--- src/logic/smes_params.svh ---
// Constants for the switch monitor event status block
`ifndef SMES_PARAMS_SVH
`define SMES_PARAMS_SVH
`define SMES_STAT_WIDTH 24
`define SMES_CRC_OFFSET 8'h03
`define SMES_BIT_FACTORY_CHECK 13
`define SMES_BIT_CONV_SELFTEST 12
`define SMES_BIT_WETTING 11
`define SMES_BIT_WINDOW1 10
`define SMES_BIT_WINDOW0 9
`define SMES_BIT_CHECKSUM 8
`define SMES_BIT_UNDERVOLT 7
`define SMES_BIT_OVERVOLT 6
`define SMES_RESERVED_LSB 14
`define SMES_STAT_RESET 24'h000000
`define SMES_CRC_RESET 16'h0000
`endif

--- src/logic/smes_pkg.sv ---
// Types for the switch monitor event status block
package smes_pkg;
	typedef enum logic [1:0] {
		SMES_CRC_IDLE,
		SMES_CRC_RUN
	} smes_crc_state_t;
endpackage

--- src/logic/smes_event_status.sv ---
// Read-to-clear event status register of the switch monitor
//
// Operation
// - Status bits 23 to 14 are reserved and always read zero.
// - A status read clears every event flag until a new event occurs.
// - Failed factory settings self-check sets bit 13 and the power-on flag.
// - Enabled converter self-diagnostic fault sets bit 12.
// - Enabled wetting-current diagnostic fault sets bit 11.
// - Supply state change against pair one thresholds sets bit 10.
// - Supply state change against pair zero thresholds sets bit 9.
// - Bit 8 set when checksum finishes; zero while running, before, after read.
// - Finished checksum result becomes readable at offset 3h.
// - Under-voltage onset and end both set bit 7.
// - Over-voltage onset and end both set bit 6.
`timescale 1ns/1ps
`default_nettype none
`include "smes_params.svh"
module smes_event_status
	import smes_pkg::*;
#(
	parameter int STAT_WIDTH = `SMES_STAT_WIDTH,
	parameter int CRC_WIDTH = 16
) (
	// Clock and reset
	input wire logic ref_clk_i,
	input wire logic rst_b_i,
	// Register access from the serial front end
	input wire logic stat_read_i,
	input wire logic [7:0] reg_addr_i,
	input wire logic reg_read_i,
	output logic [STAT_WIDTH-1:0] stat_word_o,
	output logic [CRC_WIDTH-1:0] reg_rdata_o,
	// Diagnostic event sources
	input wire logic factory_check_fail_i,
	input wire logic conv_diag_en_i,
	input wire logic conv_fault_i,
	input wire logic wetting_current_error_en_i,
	input wire logic wet_fault_i,
	// Supply monitoring levels
	input wire logic supply_meas_en_i,
	input wire logic supply_pair0_threshold_a_i,
	input wire logic supply_pair0_threshold_b_i,
	input wire logic supply_pair1_threshold_a_i,
	input wire logic supply_pair1_threshold_b_i,
	input wire logic undervoltage_i,
	input wire logic overvoltage_i,
	// Checksum engine
	input wire logic checksum_start_i,
	input wire logic checksum_finish_i,
	input wire logic [CRC_WIDTH-1:0] checksum_value_i,
	// Power-on flag request
	output logic power_on_set_o
);
	// ------------------------------------------------------------
	// Level change detection
	// ------------------------------------------------------------
	logic w0a_chg;
	logic w0b_chg;
	logic w1a_chg;
	logic w1b_chg;
	logic uv_chg;
	logic ov_chg;

	smes_level_edge u_w0a (
		.ref_clk_i(ref_clk_i),
		.rst_b_i(rst_b_i),
		.level_i(supply_pair0_threshold_a_i),
		.enable_i(supply_meas_en_i),
		.change_o(w0a_chg)
	);
	smes_level_edge u_w0b (
		.ref_clk_i(ref_clk_i),
		.rst_b_i(rst_b_i),
		.level_i(supply_pair0_threshold_b_i),
		.enable_i(supply_meas_en_i),
		.change_o(w0b_chg)
	);
	smes_level_edge u_w1a (
		.ref_clk_i(ref_clk_i),
		.rst_b_i(rst_b_i),
		.level_i(supply_pair1_threshold_a_i),
		.enable_i(supply_meas_en_i),
		.change_o(w1a_chg)
	);
	smes_level_edge u_w1b (
		.ref_clk_i(ref_clk_i),
		.rst_b_i(rst_b_i),
		.level_i(supply_pair1_threshold_b_i),
		.enable_i(supply_meas_en_i),
		.change_o(w1b_chg)
	);
	smes_level_edge u_uv (
		.ref_clk_i(ref_clk_i),
		.rst_b_i(rst_b_i),
		.level_i(undervoltage_i),
		.enable_i(1'b1),
		.change_o(uv_chg)
	);
	smes_level_edge u_ov (
		.ref_clk_i(ref_clk_i),
		.rst_b_i(rst_b_i),
		.level_i(overvoltage_i),
		.enable_i(1'b1),
		.change_o(ov_chg)
	);

	// ------------------------------------------------------------
	// Helper functions
	// ------------------------------------------------------------
	// Diagnostic fault counts only while its feature is enabled
	function automatic logic gated_fault(input logic enable, input logic fault);
		return enable && fault;
	endfunction

	// Either threshold of a pair changing flags the pair
	function automatic logic pair_change(input logic a_chg, input logic b_chg);
		return a_chg || b_chg;
	endfunction

	// ------------------------------------------------------------
	// Checksum tracking
	// ------------------------------------------------------------
	smes_crc_state_t crc_state;
	smes_crc_state_t next_crc_state;
	logic [CRC_WIDTH-1:0] crc_result;
	logic [CRC_WIDTH-1:0] next_crc_result;
	logic crc_done;

	always_comb begin
		next_crc_state = crc_state;
		next_crc_result = crc_result;
		crc_done = 1'b0;
		unique case (crc_state)
			SMES_CRC_IDLE: begin
				if (checksum_start_i) begin
					next_crc_state = SMES_CRC_RUN;
				end
			end
			SMES_CRC_RUN: begin
				if (checksum_finish_i) begin
					next_crc_state = SMES_CRC_IDLE;
					next_crc_result = checksum_value_i;
					crc_done = 1'b1;
				end
			end
		endcase
	end

	always_ff @(posedge ref_clk_i or negedge rst_b_i) begin
		if (!rst_b_i) begin
			crc_state <= SMES_CRC_IDLE;
			crc_result <= `SMES_CRC_RESET;
		end else begin
			crc_state <= next_crc_state;
			crc_result <= next_crc_result;
		end
	end

	// ------------------------------------------------------------
	// Event gathering
	// ------------------------------------------------------------
	logic [STAT_WIDTH-1:0] events;

	always_comb begin
		events = '0;
		events[`SMES_BIT_FACTORY_CHECK] = factory_check_fail_i;
		events[`SMES_BIT_CONV_SELFTEST] = gated_fault(conv_diag_en_i, conv_fault_i);
		events[`SMES_BIT_WETTING] = gated_fault(wetting_current_error_en_i, wet_fault_i);
		events[`SMES_BIT_WINDOW1] = pair_change(w1a_chg, w1b_chg);
		events[`SMES_BIT_WINDOW0] = pair_change(w0a_chg, w0b_chg);
		events[`SMES_BIT_CHECKSUM] = crc_done;
		events[`SMES_BIT_UNDERVOLT] = uv_chg;
		events[`SMES_BIT_OVERVOLT] = ov_chg;
	end

	// ------------------------------------------------------------
	// Status flags
	// ------------------------------------------------------------
	logic [STAT_WIDTH-1:0] flags;
	logic [STAT_WIDTH-1:0] next_flags;

	always_comb begin
		next_flags = flags;
		if (stat_read_i) begin
			next_flags = '0;
		end
		if (checksum_start_i) begin
			next_flags[`SMES_BIT_CHECKSUM] = 1'b0;
		end
		// Events ORed in last so a coinciding read cannot drop them
		next_flags = next_flags | events;
		next_flags[STAT_WIDTH-1:`SMES_RESERVED_LSB] = '0;
	end

	always_ff @(posedge ref_clk_i or negedge rst_b_i) begin
		if (!rst_b_i) begin
			flags <= `SMES_STAT_RESET;
		end else begin
			flags <= next_flags;
		end
	end

	// ------------------------------------------------------------
	// Register read data
	// ------------------------------------------------------------
	logic [CRC_WIDTH-1:0] rdata;
	logic [CRC_WIDTH-1:0] next_rdata;

	always_comb begin
		next_rdata = rdata;
		if (reg_read_i) begin
			// Only the checksum result lives here; other offsets read zero
			next_rdata = (reg_addr_i == `SMES_CRC_OFFSET) ? crc_result : '0;
		end
	end

	always_ff @(posedge ref_clk_i or negedge rst_b_i) begin
		if (!rst_b_i) begin
			rdata <= `SMES_CRC_RESET;
		end else begin
			rdata <= next_rdata;
		end
	end

	// ------------------------------------------------------------
	// Power-on flag request
	// ------------------------------------------------------------
	logic por_set;
	logic next_por_set;

	always_comb begin
		next_por_set = factory_check_fail_i;
	end

	always_ff @(posedge ref_clk_i or negedge rst_b_i) begin
		if (!rst_b_i) begin
			por_set <= 1'b0;
		end else begin
			por_set <= next_por_set;
		end
	end

	// ------------------------------------------------------------
	// Outputs
	// ------------------------------------------------------------
	assign stat_word_o = flags;
	assign reg_rdata_o = rdata;
	assign power_on_set_o = por_set;
endmodule // smes_event_status
`default_nettype wire

--- src/logic/smes_level_edge.sv ---
// Change detector for a supply level: pulses on every state change while enable_i is high
`timescale 1ns/1ps
`default_nettype none
module smes_level_edge (
	// Clock and reset
	input wire logic ref_clk_i,
	input wire logic rst_b_i,
	// Level in, pulse out
	input wire logic level_i,
	input wire logic enable_i,
	output logic change_o
);
	logic level_q;
	logic next_level_q;
	logic change;
	logic next_change;

	always_comb begin
		next_level_q = level_i;
		next_change = enable_i && (level_i != level_q);
	end

	always_ff @(posedge ref_clk_i or negedge rst_b_i) begin
		if (!rst_b_i) begin
			level_q <= 1'b0;
			change <= 1'b0;
		end else begin
			level_q <= next_level_q;
			change <= next_change;
		end
	end

	assign change_o = change;
endmodule // smes_level_edge
`default_nettype wire

--- config.mk ---
export PLATFORM = sky130hd
export DESIGN_NAME = smes_event_status
export DESIGN_NICKNAME = d
export VERILOG_FILES = /design/src/logic/smes_pkg.sv /design/src/logic/smes_event_status.sv /design/src/logic/smes_level_edge.sv
export VERILOG_INCLUDE_DIRS = /design/src /design/src/logic
export SDC_FILE = /design/constraint.sdc
export NUM_CORES = 1
export LEC_CHECK = 0
export BUFFER_PORTS_ARGS = -buffer_cell sky130_fd_sc_hd__buf_2
export CAP_MARGIN = 15
export CORE_ASPECT_RATIO = 0.9
export CORE_MARGIN = 2
export CORE_UTILIZATION = 52
export DETAILED_ROUTE_END_ITERATION = 6
export HOLD_SLACK_MARGIN = 0.05
export PLACE_DENSITY_LB_ADDON = 0.2
export SYNTH_ARGS = -nofsm -noshare
export SYNTH_HDL_FRONTEND = slang
export SYNTH_SLANG_ARGS = --single-unit
--- constraint.sdc ---
create_clock -name ref_clk_i -period 2 [get_ports ref_clk_i]
set_input_delay 0.1 -clock ref_clk_i [delete_from_list [all_inputs] [get_ports ref_clk_i]]
set_output_delay 0.1 -clock ref_clk_i [all_outputs]
set_load 0.05 [all_outputs]
==> out/metrics.yaml, run 1 <==
outcome:
  outcome: "completed"
power:
  power.ir.vdd_worst_mv: 0.649
  total_switching_power_w: 0.000677
  p_total_w: 0.00229
  comb_power_share_pct: 18.8
  pleak_nw: 1.42
  cellInternalPower_w: 0.00162
  swShare_pct: 29.5
  power.share.sequential_pct: 54.0
  clock_power_share_pct: 27.2
  powerDensity_mw_per_mm2: 780
finish:
  final_cell_mix: "sky130_fd_sc_hd__buf_2, sky130_fd_sc_hd__dfrtp_1, sky130_fd_sc_hd__dlygate4sd3_1"
  fill_cells: 287
  syn_to_final_growth_pct: 30.9
  post_route_cells_drive_above_1_share_pct: 39.5
  most_common_cell_after_layout_fill_and_taps_aside: "sky130_fd_sc_hd__buf_2"
  area.sequential_mm2: 0.00135
  share_of_the_core_filled_with_cells_pct: 71.7
  num_antenna_cells: 0
  multi_input_area_um2: 708
  final_nets: 307
worst_setup_path:
  top_fanout_value_on_the_critical_path: 1
  critical_path.endpoint: "stat_word_o[11]"
  worstPathBufferInverterCount: 3
  timing.critical_path.slowest_stage_cell: "sky130_fd_sc_hd__dlygate4sd3_1"
  critPathCaptureType: "register"
  worstSetupStartpointType: "input pin"
  kind_of_cell_adding_the_most_delay_to_the_critical_path: "buffers and inverters"
  r2r_slack_ps: 710
  timing.critical_path.cells: "dlygate4sd3_1, buf_2, a22o_1, dlygate4sd3_1"
  critical_path_start: "wet_fault_i"
  crit_cells: 4
  worstReg2RegEnd: "stat_word_o[12]"
  critical_path.max_stage_delay_ps: 560
  critical_path.most_common_cell: "sky130_fd_sc_hd__dlygate4sd3_1"
  timing.reg2reg.worst_path_depth: 2
  worst-endpoint-required_ps: 2210
  r2r-start: "stat_word_o[12]"
  worst-setup-path-type: "input pin to register"
  arrival_ps: 1520
routing:
  drc_errors: 0
  drt_pass1_iterations: 4
  dr_total_vias: 1514
  drt-vias-per-instance: 4.82
  avgRoutedWirePerCell_um: 14.4
  dr.first_iter.drc_count: 83
  antenna_left: 0
  wl_final_um: 4520
sta:
  grt_setup_unrepaired: "no"
  setup-tns-final_ps: 0
  setup_viol: 0
  finalCriticalPeriod_ps: 1310
  clock_skew_ps: 4.54
  finalMaxSlewViolations: 0
  achievable-frequency_mhz: 761
  hold_violations: 0
  slew_headroom_pct: 55.9
  post-route-period-util_pct: 65.7
  worst_slew_pin_slew_ps: 662
clock_tree:
  cts_htree_levels: 2
  clk_pin_slew_worst_paths_ps: 100
  post_cts.repair.setup_buffers: 0
  tritoncts: "yes"
  cts-root-to-sink-buffers: 2
  cts-buffers-inserted: 5
  clock_latency_ps: 310
  cts_root_buffer: "sky130_fd_sc_hd__clkbuf_8"
  number_of_clock_sinks_seen_by_cts: 54
floorplan:
  start_util_pct: 54.8
  floorplan.core_area_mm2: 0.00410
  floorplan.die.width_um: 73.3
  io_pins: 83
  die_area_mm2: 0.00486
  dieHeight_um: 66.4
  rows: 22
synth:
  syn-instance-count: 167
  syn_area_mm2: 0.00225
  synth.avg_cell_area_um2: 13.5
  yosys.area.top_type: "sky130_fd_sc_hd__dfrtp_1"
  synthesis.yosys.warnings: 0
  yosysTopAreaCellShare_pct: 60.1
  synth_cell_types: 23
  synth.ff_latch_count: 54
  synth_area_leaders: "sky130_fd_sc_hd__dfrtp_1, sky130_fd_sc_hd__mux2_2, sky130_fd_sc_hd__o32ai_2"
  seq_area_frac_synth_pct: 60.1
global_route:
  antenna_found_initial: 0
  congestion_overflow_gr: 0
  first_pass_grt_wire_length_um: 7200
  groute.usage.overall_pct: 20.4
  via_count_of_the_first_global_routing_pass: 1513
  pin_count_of_the_biggest_net_entering_global_routing: 33
hold_path:
  hold_path.class: "input pin to register"
  hold_path_startpoint: "checksum_start_i"
place:
  place_congestion: 0.712
  io_buffers: 66
  post-dp-hpwl_um: 2900
flow_run:
  cap_violations: 0
timing repair:
item,CTS,global route
gates resized for setup,0,0
hold buffers,30,0
endpoints found under the setup margin,0,0
endpoints found under the hold margin,54,0
worst reg2reg max path, delay by kind of cell, from the launching register on:
kind,cells,cell delay (ps)
AOI/OAI and AO/OA,1,230
DFF,1,400
buffers and inverters,1,560
power by group through the flow:
stage / Combinational, W / Clock [W] / Sequential, W
floorplan: 0.000233 / 0 / 0.00132
global placement: 0.000376 / 0 / 0.00126
finish: 0.000431 / 0.000624 / 0.00124
detailed placement: 0.000384 / 0 / 0.00126
CTS: 0.000431 / 0.000642 / 0.00124
global route: 0.000466 / 0.000688 / 0.00125
layout make-up:
| cell class | count | share of cell area, % |
|---|---|---|
| inverter | 18 | 2.30 |
| clock inverter | 3 | 0.851 |
| tap | 48 | 2.04 |
| clock buffer | 5 | 2.34 |
| timing repair buffer | 100 | 22.5 |
| sequential | 54 | 45.9 |
| multi-input combinational | 86 | 24.1 |
logic make-up (layout without fill, tap and decap cells):
family,after synthesis,count (layout),share of synthesized area [%]
buffers and inverters,42,126,10.9
AOI/OAI and AO/OA,24,24,13.1
other,1,16,0.167
xor gates and xnor gates,6,6,2.34
DFF,54,54,60.1
muxes,17,17,8.46
and+or+nand+nor,23,23,4.96
synthesized netlist by cell type (all sizes together):
cell / instances
dfrtp: 54
buf: 22
inv: 18
nand2: 17
mux2: 16
o32ai: 16
xor2: 6
and2: 4
a21o: 3
a211o: 2
a22o: 2
clkbuf: 2
a32o: 1
conb: 1
mux2i: 1
nand4bb: 1
or4: 1
metal layers:
| metal | part of all wire [%] | wire length (um) | up-vias | global-route usage (%) |
|---|---|---|---|---|
| li1 | - | - | 723 | - |
| met1 | 43 | 1950 | 730 | 25.3 |
| met2 | 49 | 2240 | 55 | 33.6 |
| met3 | 5.9 | 267 | 6 | 6.40 |
| met4 | 1.5 | 68 | 0 | 7.50 |
| met5 | 0 | 0 | - | 0 |
metrics by stage:
stage | area [um2] | setup slack (ps) | hold slack [ps] | cells
final | 2940 | 686 | 52.5 | 314
after detailed placement | 2550 | 673 | 73.8 | 276
after floorplan | 2300 | 729 | -196 | 182
after global routing | 2940 | 693 | 51.5 | 314
after global placement | 2550 | 714 | 80.0 | 276
after CTS | 2940 | 726 | 64.1 | 314
how the worst min path moves through the flow:
stage,end,depth (start not counted),slack (ps)
floorplan,crc_result[0],0,-200
global placement,u_w1b.level_q,1,80
detailed placement,u_w1b.level_q,1,70
CTS,crc_state[0],3,60
global route,crc_state[0],3,50
finish,crc_state[0],3,50
state kept, by name, indices dropped and copies added, names as in the netlist:
signal / count
crc_result: 16
reg_rdata_o: 16
stat_word_o: 8
crc_state: 1
power_on_set_o: 1
u_ov.change_o: 1
u_ov.level_q: 1
u_uv.change_o: 1
u_uv.level_q: 1
u_w0a.change_o: 1
u_w0a.level_q: 1
u_w0b.change_o: 1
u_w0b.level_q: 1
u_w1a.change_o: 1
u_w1a.level_q: 1
u_w1b.change_o: 1
u_w1b.level_q: 1
Note: power is estimated with default switching activity, not from simulation.
==> run 2: changes to the inputs <==
CORE_UTILIZATION = 49   (was 52)
clock period = 1.3 ns   (was 2 ns; I/O delays follow)
==> run 2 against run 1 <==
First-iteration DRC count rose by 66%; setup slack got worse by 590 ps; via count rose by 1.1%; sequential share of layout area fell by 0.90 points; clock power rose by 38%; sequential power rose by 53%; critical path type is now register to register; largest power group unchanged.
==> out/metrics.yaml, run 2 (synthesis gave the netlist of run 1 again) <==
floorplan:
  floorplan.core_area_mm2: 0.00443
  floorplan.die.width_um: 75.4
  rows: 23
  die_area_mm2: 0.00514
  start_util_pct: 50.7
  dieHeight_um: 68.2
  io_pins: 83
power:
  comb_power_share_pct: 19.8
  swShare_pct: 27.9
  cellInternalPower_w: 0.00248
  total_switching_power_w: 0.000963
  clock_power_share_pct: 25.0
  powerDensity_mw_per_mm2: 1150
  power.share.sequential_pct: 55.2
  power.ir.vdd_worst_mv: 0.996
  pleak_nw: 1.44
  p_total_w: 0.00345
clock_tree:
  cts_root_buffer: "sky130_fd_sc_hd__clkbuf_8"
  clk_pin_slew_worst_paths_ps: 90
  number_of_clock_sinks_seen_by_cts: 54
  clock_latency_ps: 290
  cts-root-to-sink-buffers: 2
  cts-buffers-inserted: 5
  tritoncts: "yes"
  cts_htree_levels: 2
  post_cts_resized: 0
sta:
  finalCriticalPeriod_ps: 1200
  finalMaxSlewViolations: 0
  setup-tns-final_ps: 0
  grt_setup_unrepaired: "no"
  achievable-frequency_mhz: 831
  setup_viol: 0
  clock_skew_ps: 3.89
  post-route-period-util_pct: 92.5
  hold_violations: 0
global_route:
  via_count_of_the_first_global_routing_pass: 1612
  groute.usage.overall_pct: 18.6
  pin_count_of_the_biggest_net_entering_global_routing: 55
  antenna_found_initial: 0
  congestion_overflow_gr: 0
  first_pass_grt_wire_length_um: 7000
place:
  post-dp-hpwl_um: 2760
  io_buffers: 66
  place_congestion: 0.688
  dpl-instance-area_mm2: 0.00261
routing:
  drt-vias-per-instance: 4.65
  drt_pass1_iterations: 4
  dr.first_iter.drc_count: 138
  dr_total_vias: 1530
  antenna_left: 0
  wl_final_um: 4290
  drc_errors: 0
  avgRoutedWirePerCell_um: 13.0
worst_setup_path:
  worst-setup-path-type: "register to register"
  r2r-start: "crc_state[0]"
  critical_path.endpoint: "crc_state[0]"
  timing.reg2reg.worst_path_depth: 2
  critPathCaptureType: "register"
  critical_path_start: "crc_state[0]"
  worstPathBufferInverterCount: 1
  r2r_slack_ps: 100
  arrival_ps: 1380
  crit_cells: 2
  kind_of_cell_adding_the_most_delay_to_the_critical_path: "buffers and inverters"
  worstReg2RegEnd: "crc_state[0]"
  timing.critical_path.cells: "mux2i_1, dlygate4sd3_1"
  top_fanout_value_on_the_critical_path: 3
  worstSetupStartpointType: "register"
  worst-endpoint-required_ps: 1480
  timing.critical_path.slowest_stage_cell: "sky130_fd_sc_hd__dlygate4sd3_1"
  critical_path.max_stage_delay_ps: 560
finish:
  final_cell_mix: "sky130_fd_sc_hd__buf_2, sky130_fd_sc_hd__dfrtp_1, sky130_fd_sc_hd__dlygate4sd3_1"
  most_common_cell_after_layout_fill_and_taps_aside: "sky130_fd_sc_hd__buf_2"
  post_route_cells_drive_above_1_share_pct: 39.0
  layout.cell_area.non_filler_mm2: 0.00300
  syn_to_final_growth_pct: 33.5
  num_antenna_cells: 0
  share_of_the_core_filled_with_cells_pct: 67.7
  final_nets: 309
outcome:
  outcome: "completed"
hold_path:
  hold_path.class: "input pin to register"
flow_run:
  cap_violations: 0
[run 2: final cells by class]
class | instances | area (um2)
clock buffer | 6 | 72.6
clock inverter | 1 | 7.51
fill | 348 | 1430
inverter | 18 | 67.6
multi-input combinational | 86 | 708
sequential | 54 | 1350
tap | 62 | 77.6
timing repair buffer | 102 | 716
[run 2: worst min-delay path by stage]
stage	endpoint	startpoint	cells after the start
after floorplan	crc_result[0]	rst_b_i	0
after global placement	u_w0a.level_q	rst_b_i	2
after detailed placement	u_w1a.level_q	rst_b_i	2
after CTS	stat_word_o[8]	checksum_start_i	3
after global routing	stat_word_o[8]	checksum_start_i	3
final	stat_word_o[8]	checksum_start_i	3
[run 2: routing by layer]
metal / track usage, % / share of wire (%)
met1: 21.8 / 43
met2: 32.1 / 49
met3: 6.04 / 6.9
met4: 6.80 / 0.84
met5: 0 / 0
[run 2: repair_timing]
action | 4_1_cts | 5_1_grt
hold buffers | 31 | 2
hold endpoints to repair | 88 | 2
setup endpoints to repair | 0 | 2
buffers inserted | 0 | 0
[run 2: worst min-delay path: cells and delay by family]
| family | cells | cell delay, ps |
|---|---|---|
| buffers and inverters | 2 | 150 |
| AO/OA/AOI/OAI | 1 | 170 |
[run 2: through the flow]
stage	hold WS, ps	setup WS [ps]	std cells
detailed placement	84.1	11.1	291
floorplan	-231	29.4	182
CTS	126	35.5	329
global placement	83.0	48.5	291
global route	134	69.0	329
finish	132	97.1	329
[run 2: power by group through the flow]
stage	clock network [W]	registers, W	logic [W]
floorplan	0	0.00203	0.000358
detailed placement	0	0.00194	0.000612
global placement	0	0.00193	0.000598
CTS	0.000898	0.00190	0.000689
finish	0.000860	0.00190	0.000684
global route	0.000977	0.00192	0.000742
==> run 3: changes to the inputs <==
SYNTH_HIERARCHICAL = 1   (was not set)
==> run 3 against run 2 <==
Flip-flop and latch count stayed put; clock power is 6.7% higher; first-iteration DRC count is 40% lower; sequential power hardly changed; sequential share of layout area is 0.34 points lower; setup slack worse by 64 ps; global-route usage is 0.46 points lower; fmax is 5.0% lower; non-clock buffer count is 1 lower; register-to-register slack worse by 60 ps; cell count is 1.2% higher; critical path type unchanged; largest power group unchanged.
==> out/metrics.yaml, run 3 <==
outcome:
  outcome: "completed"
floorplan:
  floorplan.die.width_um: 75.6
  start_util_pct: 50.7
  dieHeight_um: 68.5
  die_area_mm2: 0.00518
  floorplan.core_area_mm2: 0.00446
  rows: 23
  io_pins: 83
synth:
  syn_area_mm2: 0.00226
  synth.avg_cell_area_um2: 13.3
  synth.top_cells.by_count: "sky130_fd_sc_hd__dfrtp_1, sky130_fd_sc_hd__inv_1, sky130_fd_sc_hd__nand2_1"
  synth_area_leaders: "sky130_fd_sc_hd__dfrtp_1, sky130_fd_sc_hd__mux2_2, sky130_fd_sc_hd__o32ai_2"
  postSynth.asyncResetShare_pct: 100
  post-synth-top-count-cell: "sky130_fd_sc_hd__dfrtp_1"
  synthesis.yosys.warnings: 6
  synth_cell_types: 23
  synth.ff_latch_count: 54
  ys.flop_type: "sky130_fd_sc_hd__dfrtp_1"
  synth_edf_count: 0
  seq_area_frac_synth_pct: 59.7
  syn-instance-count: 170
  yosys.area.top_type: "sky130_fd_sc_hd__dfrtp_1"
  yosysTopAreaCellShare_pct: 59.7
clock_tree:
  cts-buffers-inserted: 5
  tritoncts: "yes"
  number_of_clock_sinks_seen_by_cts: 54
  clock_latency_ps: 300
  cts-root-to-sink-buffers: 2
  cts_root_buffer: "sky130_fd_sc_hd__clkbuf_8"
  post_cts_resized: 0
  cts_htree_levels: 2
  post_cts.repair.setup_buffers: 0
  clk_pin_slew_worst_paths_ps: 100
finish:
  num_antenna_cells: 0
  post_route_cells_drive_above_1_share_pct: 38.7
  layout.cell_area.non_filler_mm2: 0.00302
  most_common_cell_after_layout_fill_and_taps_aside: "sky130_fd_sc_hd__buf_2"
  fill_cells: 329
  syn_to_final_growth_pct: 33.6
  final_cell_mix: "sky130_fd_sc_hd__buf_2, sky130_fd_sc_hd__dfrtp_1, sky130_fd_sc_hd__dlygate4sd3_1"
  final_nets: 312
sta:
  setup-tns-final_ps: 0
  post-route-period-util_pct: 97.4
  achievable-frequency_mhz: 790
  setup_viol: 0
  finalCriticalPeriod_ps: 1270
  clock_skew_ps: 7.47
  grt_setup_unrepaired: "no"
  hold_violations: 0
  finalMaxSlewViolations: 0
hold_path:
  hold_path.class: "input pin to register"
worst_setup_path:
  worst-setup-path-type: "register to register"
  arrival_ps: 1460
  top_fanout_value_on_the_critical_path: 2
  critPathCaptureType: "register"
  worst-endpoint-required_ps: 1500
  worstSetupStartpointType: "register"
power:
  pleak_nw: 1.46
  power.ir.vdd_worst_mv: 0.841
  powerDensity_mw_per_mm2: 1160
routing:
  drt-vias-per-instance: 4.65
  wl_final_um: 4170
  dr.first_iter.drc_count: 83
  avgRoutedWirePerCell_um: 12.5
  dr_total_vias: 1548
  drt_pass1_iterations: 4
  drc_errors: 0
  antenna_left: 0
global_route:
  antenna_found_initial: 0
  pin_count_of_the_biggest_net_entering_global_routing: 55
  groute.usage.overall_pct: 18.2
  first_pass_grt_wire_length_um: 6910
  via_count_of_the_first_global_routing_pass: 1632
  congestion_overflow_gr: 0
place:
  dpl-instance-area_mm2: 0.00262
  io_buffers: 66
  post-dp-hpwl_um: 2660
  place_congestion: 0.709
flow_run:
  cap_violations: 0
## run 3: worst max-delay path, stage by stage, from the launching register on
cell                            delay [ps]
sky130_fd_sc_hd__dfrtp_1               400
sky130_fd_sc_hd__a22o_1                220
sky130_fd_sc_hd__dlygate4sd3_1         550
## run 3: layer usage
layer  vias up  part of all wire (%)  GRT usage [%]
met5         -                     0              0
met4         0                  0.98           5.92
met3         4                   6.0           4.71
met2        65                    50           33.2
met1       731                    43           20.7
li1        748                     -              -
## run 3: final timing paths
check	from	endpoint	slack, ps	depth (start not counted)
max	stat_word_o[12]	stat_word_o[12]	30	2
min	reg_read_i	reg_rdata_o[5]	90	2
max reg2reg	stat_word_o[12]	stat_word_o[12]	30	2
min reg2reg	u_uv/change_o	stat_word_o[7]	430	1
max in group asynchronous	rst_b_i	reg_rdata_o[3]	790	3
min in group asynchronous	rst_b_i	crc_result[5]	280	3
## run 3: what timing repair did
action,in CTS,in global routing
endpoints found under the hold margin,86,1
endpoints found under the setup margin,0,1
hold buffers,31,1
## run 3: kinds of logic (layout without fill, tap and decap cells)
kind of cell	after synthesis	in the layout	share of synthesized area, %
multiplexers	17	17	8.40
XOR/XNOR	6	6	2.32
buffers and inverters	42	127	10.8
flip-flops	54	54	59.7
AO/OA/AOI/OAI	24	24	13.0
AND/OR/NAND/NOR	25	25	5.47
other	2	18	0.332
## run 3: where the power goes
| group | internal, W | switching, W |
|---|---|---|
| Combinational | 0.000284 | 0.000397 |
| Clock | 0.000379 | 0.000539 |
| Sequential | 0.00183 | 0.0000754 |
| Total | 0.00249 | 0.00101 |
## run 3: area by class of cell
type,instances,area [um2],area share (%)
clock inverters,3,21.3,0.704
multi-input cells,90,728,24.1
clock buffers,5,68.8,2.28
repair buffers,101,708,23.4
well taps,62,77.6,2.57
inverters,18,67.6,2.24
flip-flops and latches,54,1350,44.7
## run 3: through the flow
stage | utilization, % | hold WS [ps] | setup slack, ps | cells | power [W]
finish | 67.8 | 91.0 | 33.5 | 333 | 0.00351
global route | 67.8 | 95.8 | 8.02 | 333 | 0.00368
CTS | 67.8 | 83.3 | 34.6 | 333 | 0.00354
detailed placement | 58.8 | 83.3 | 15.6 | 294 | 0.00255
global placement | 58.8 | 82.5 | 57.3 | 294 | 0.00254
floorplan | - | -231 | 29.4 | 186 | 0.00239
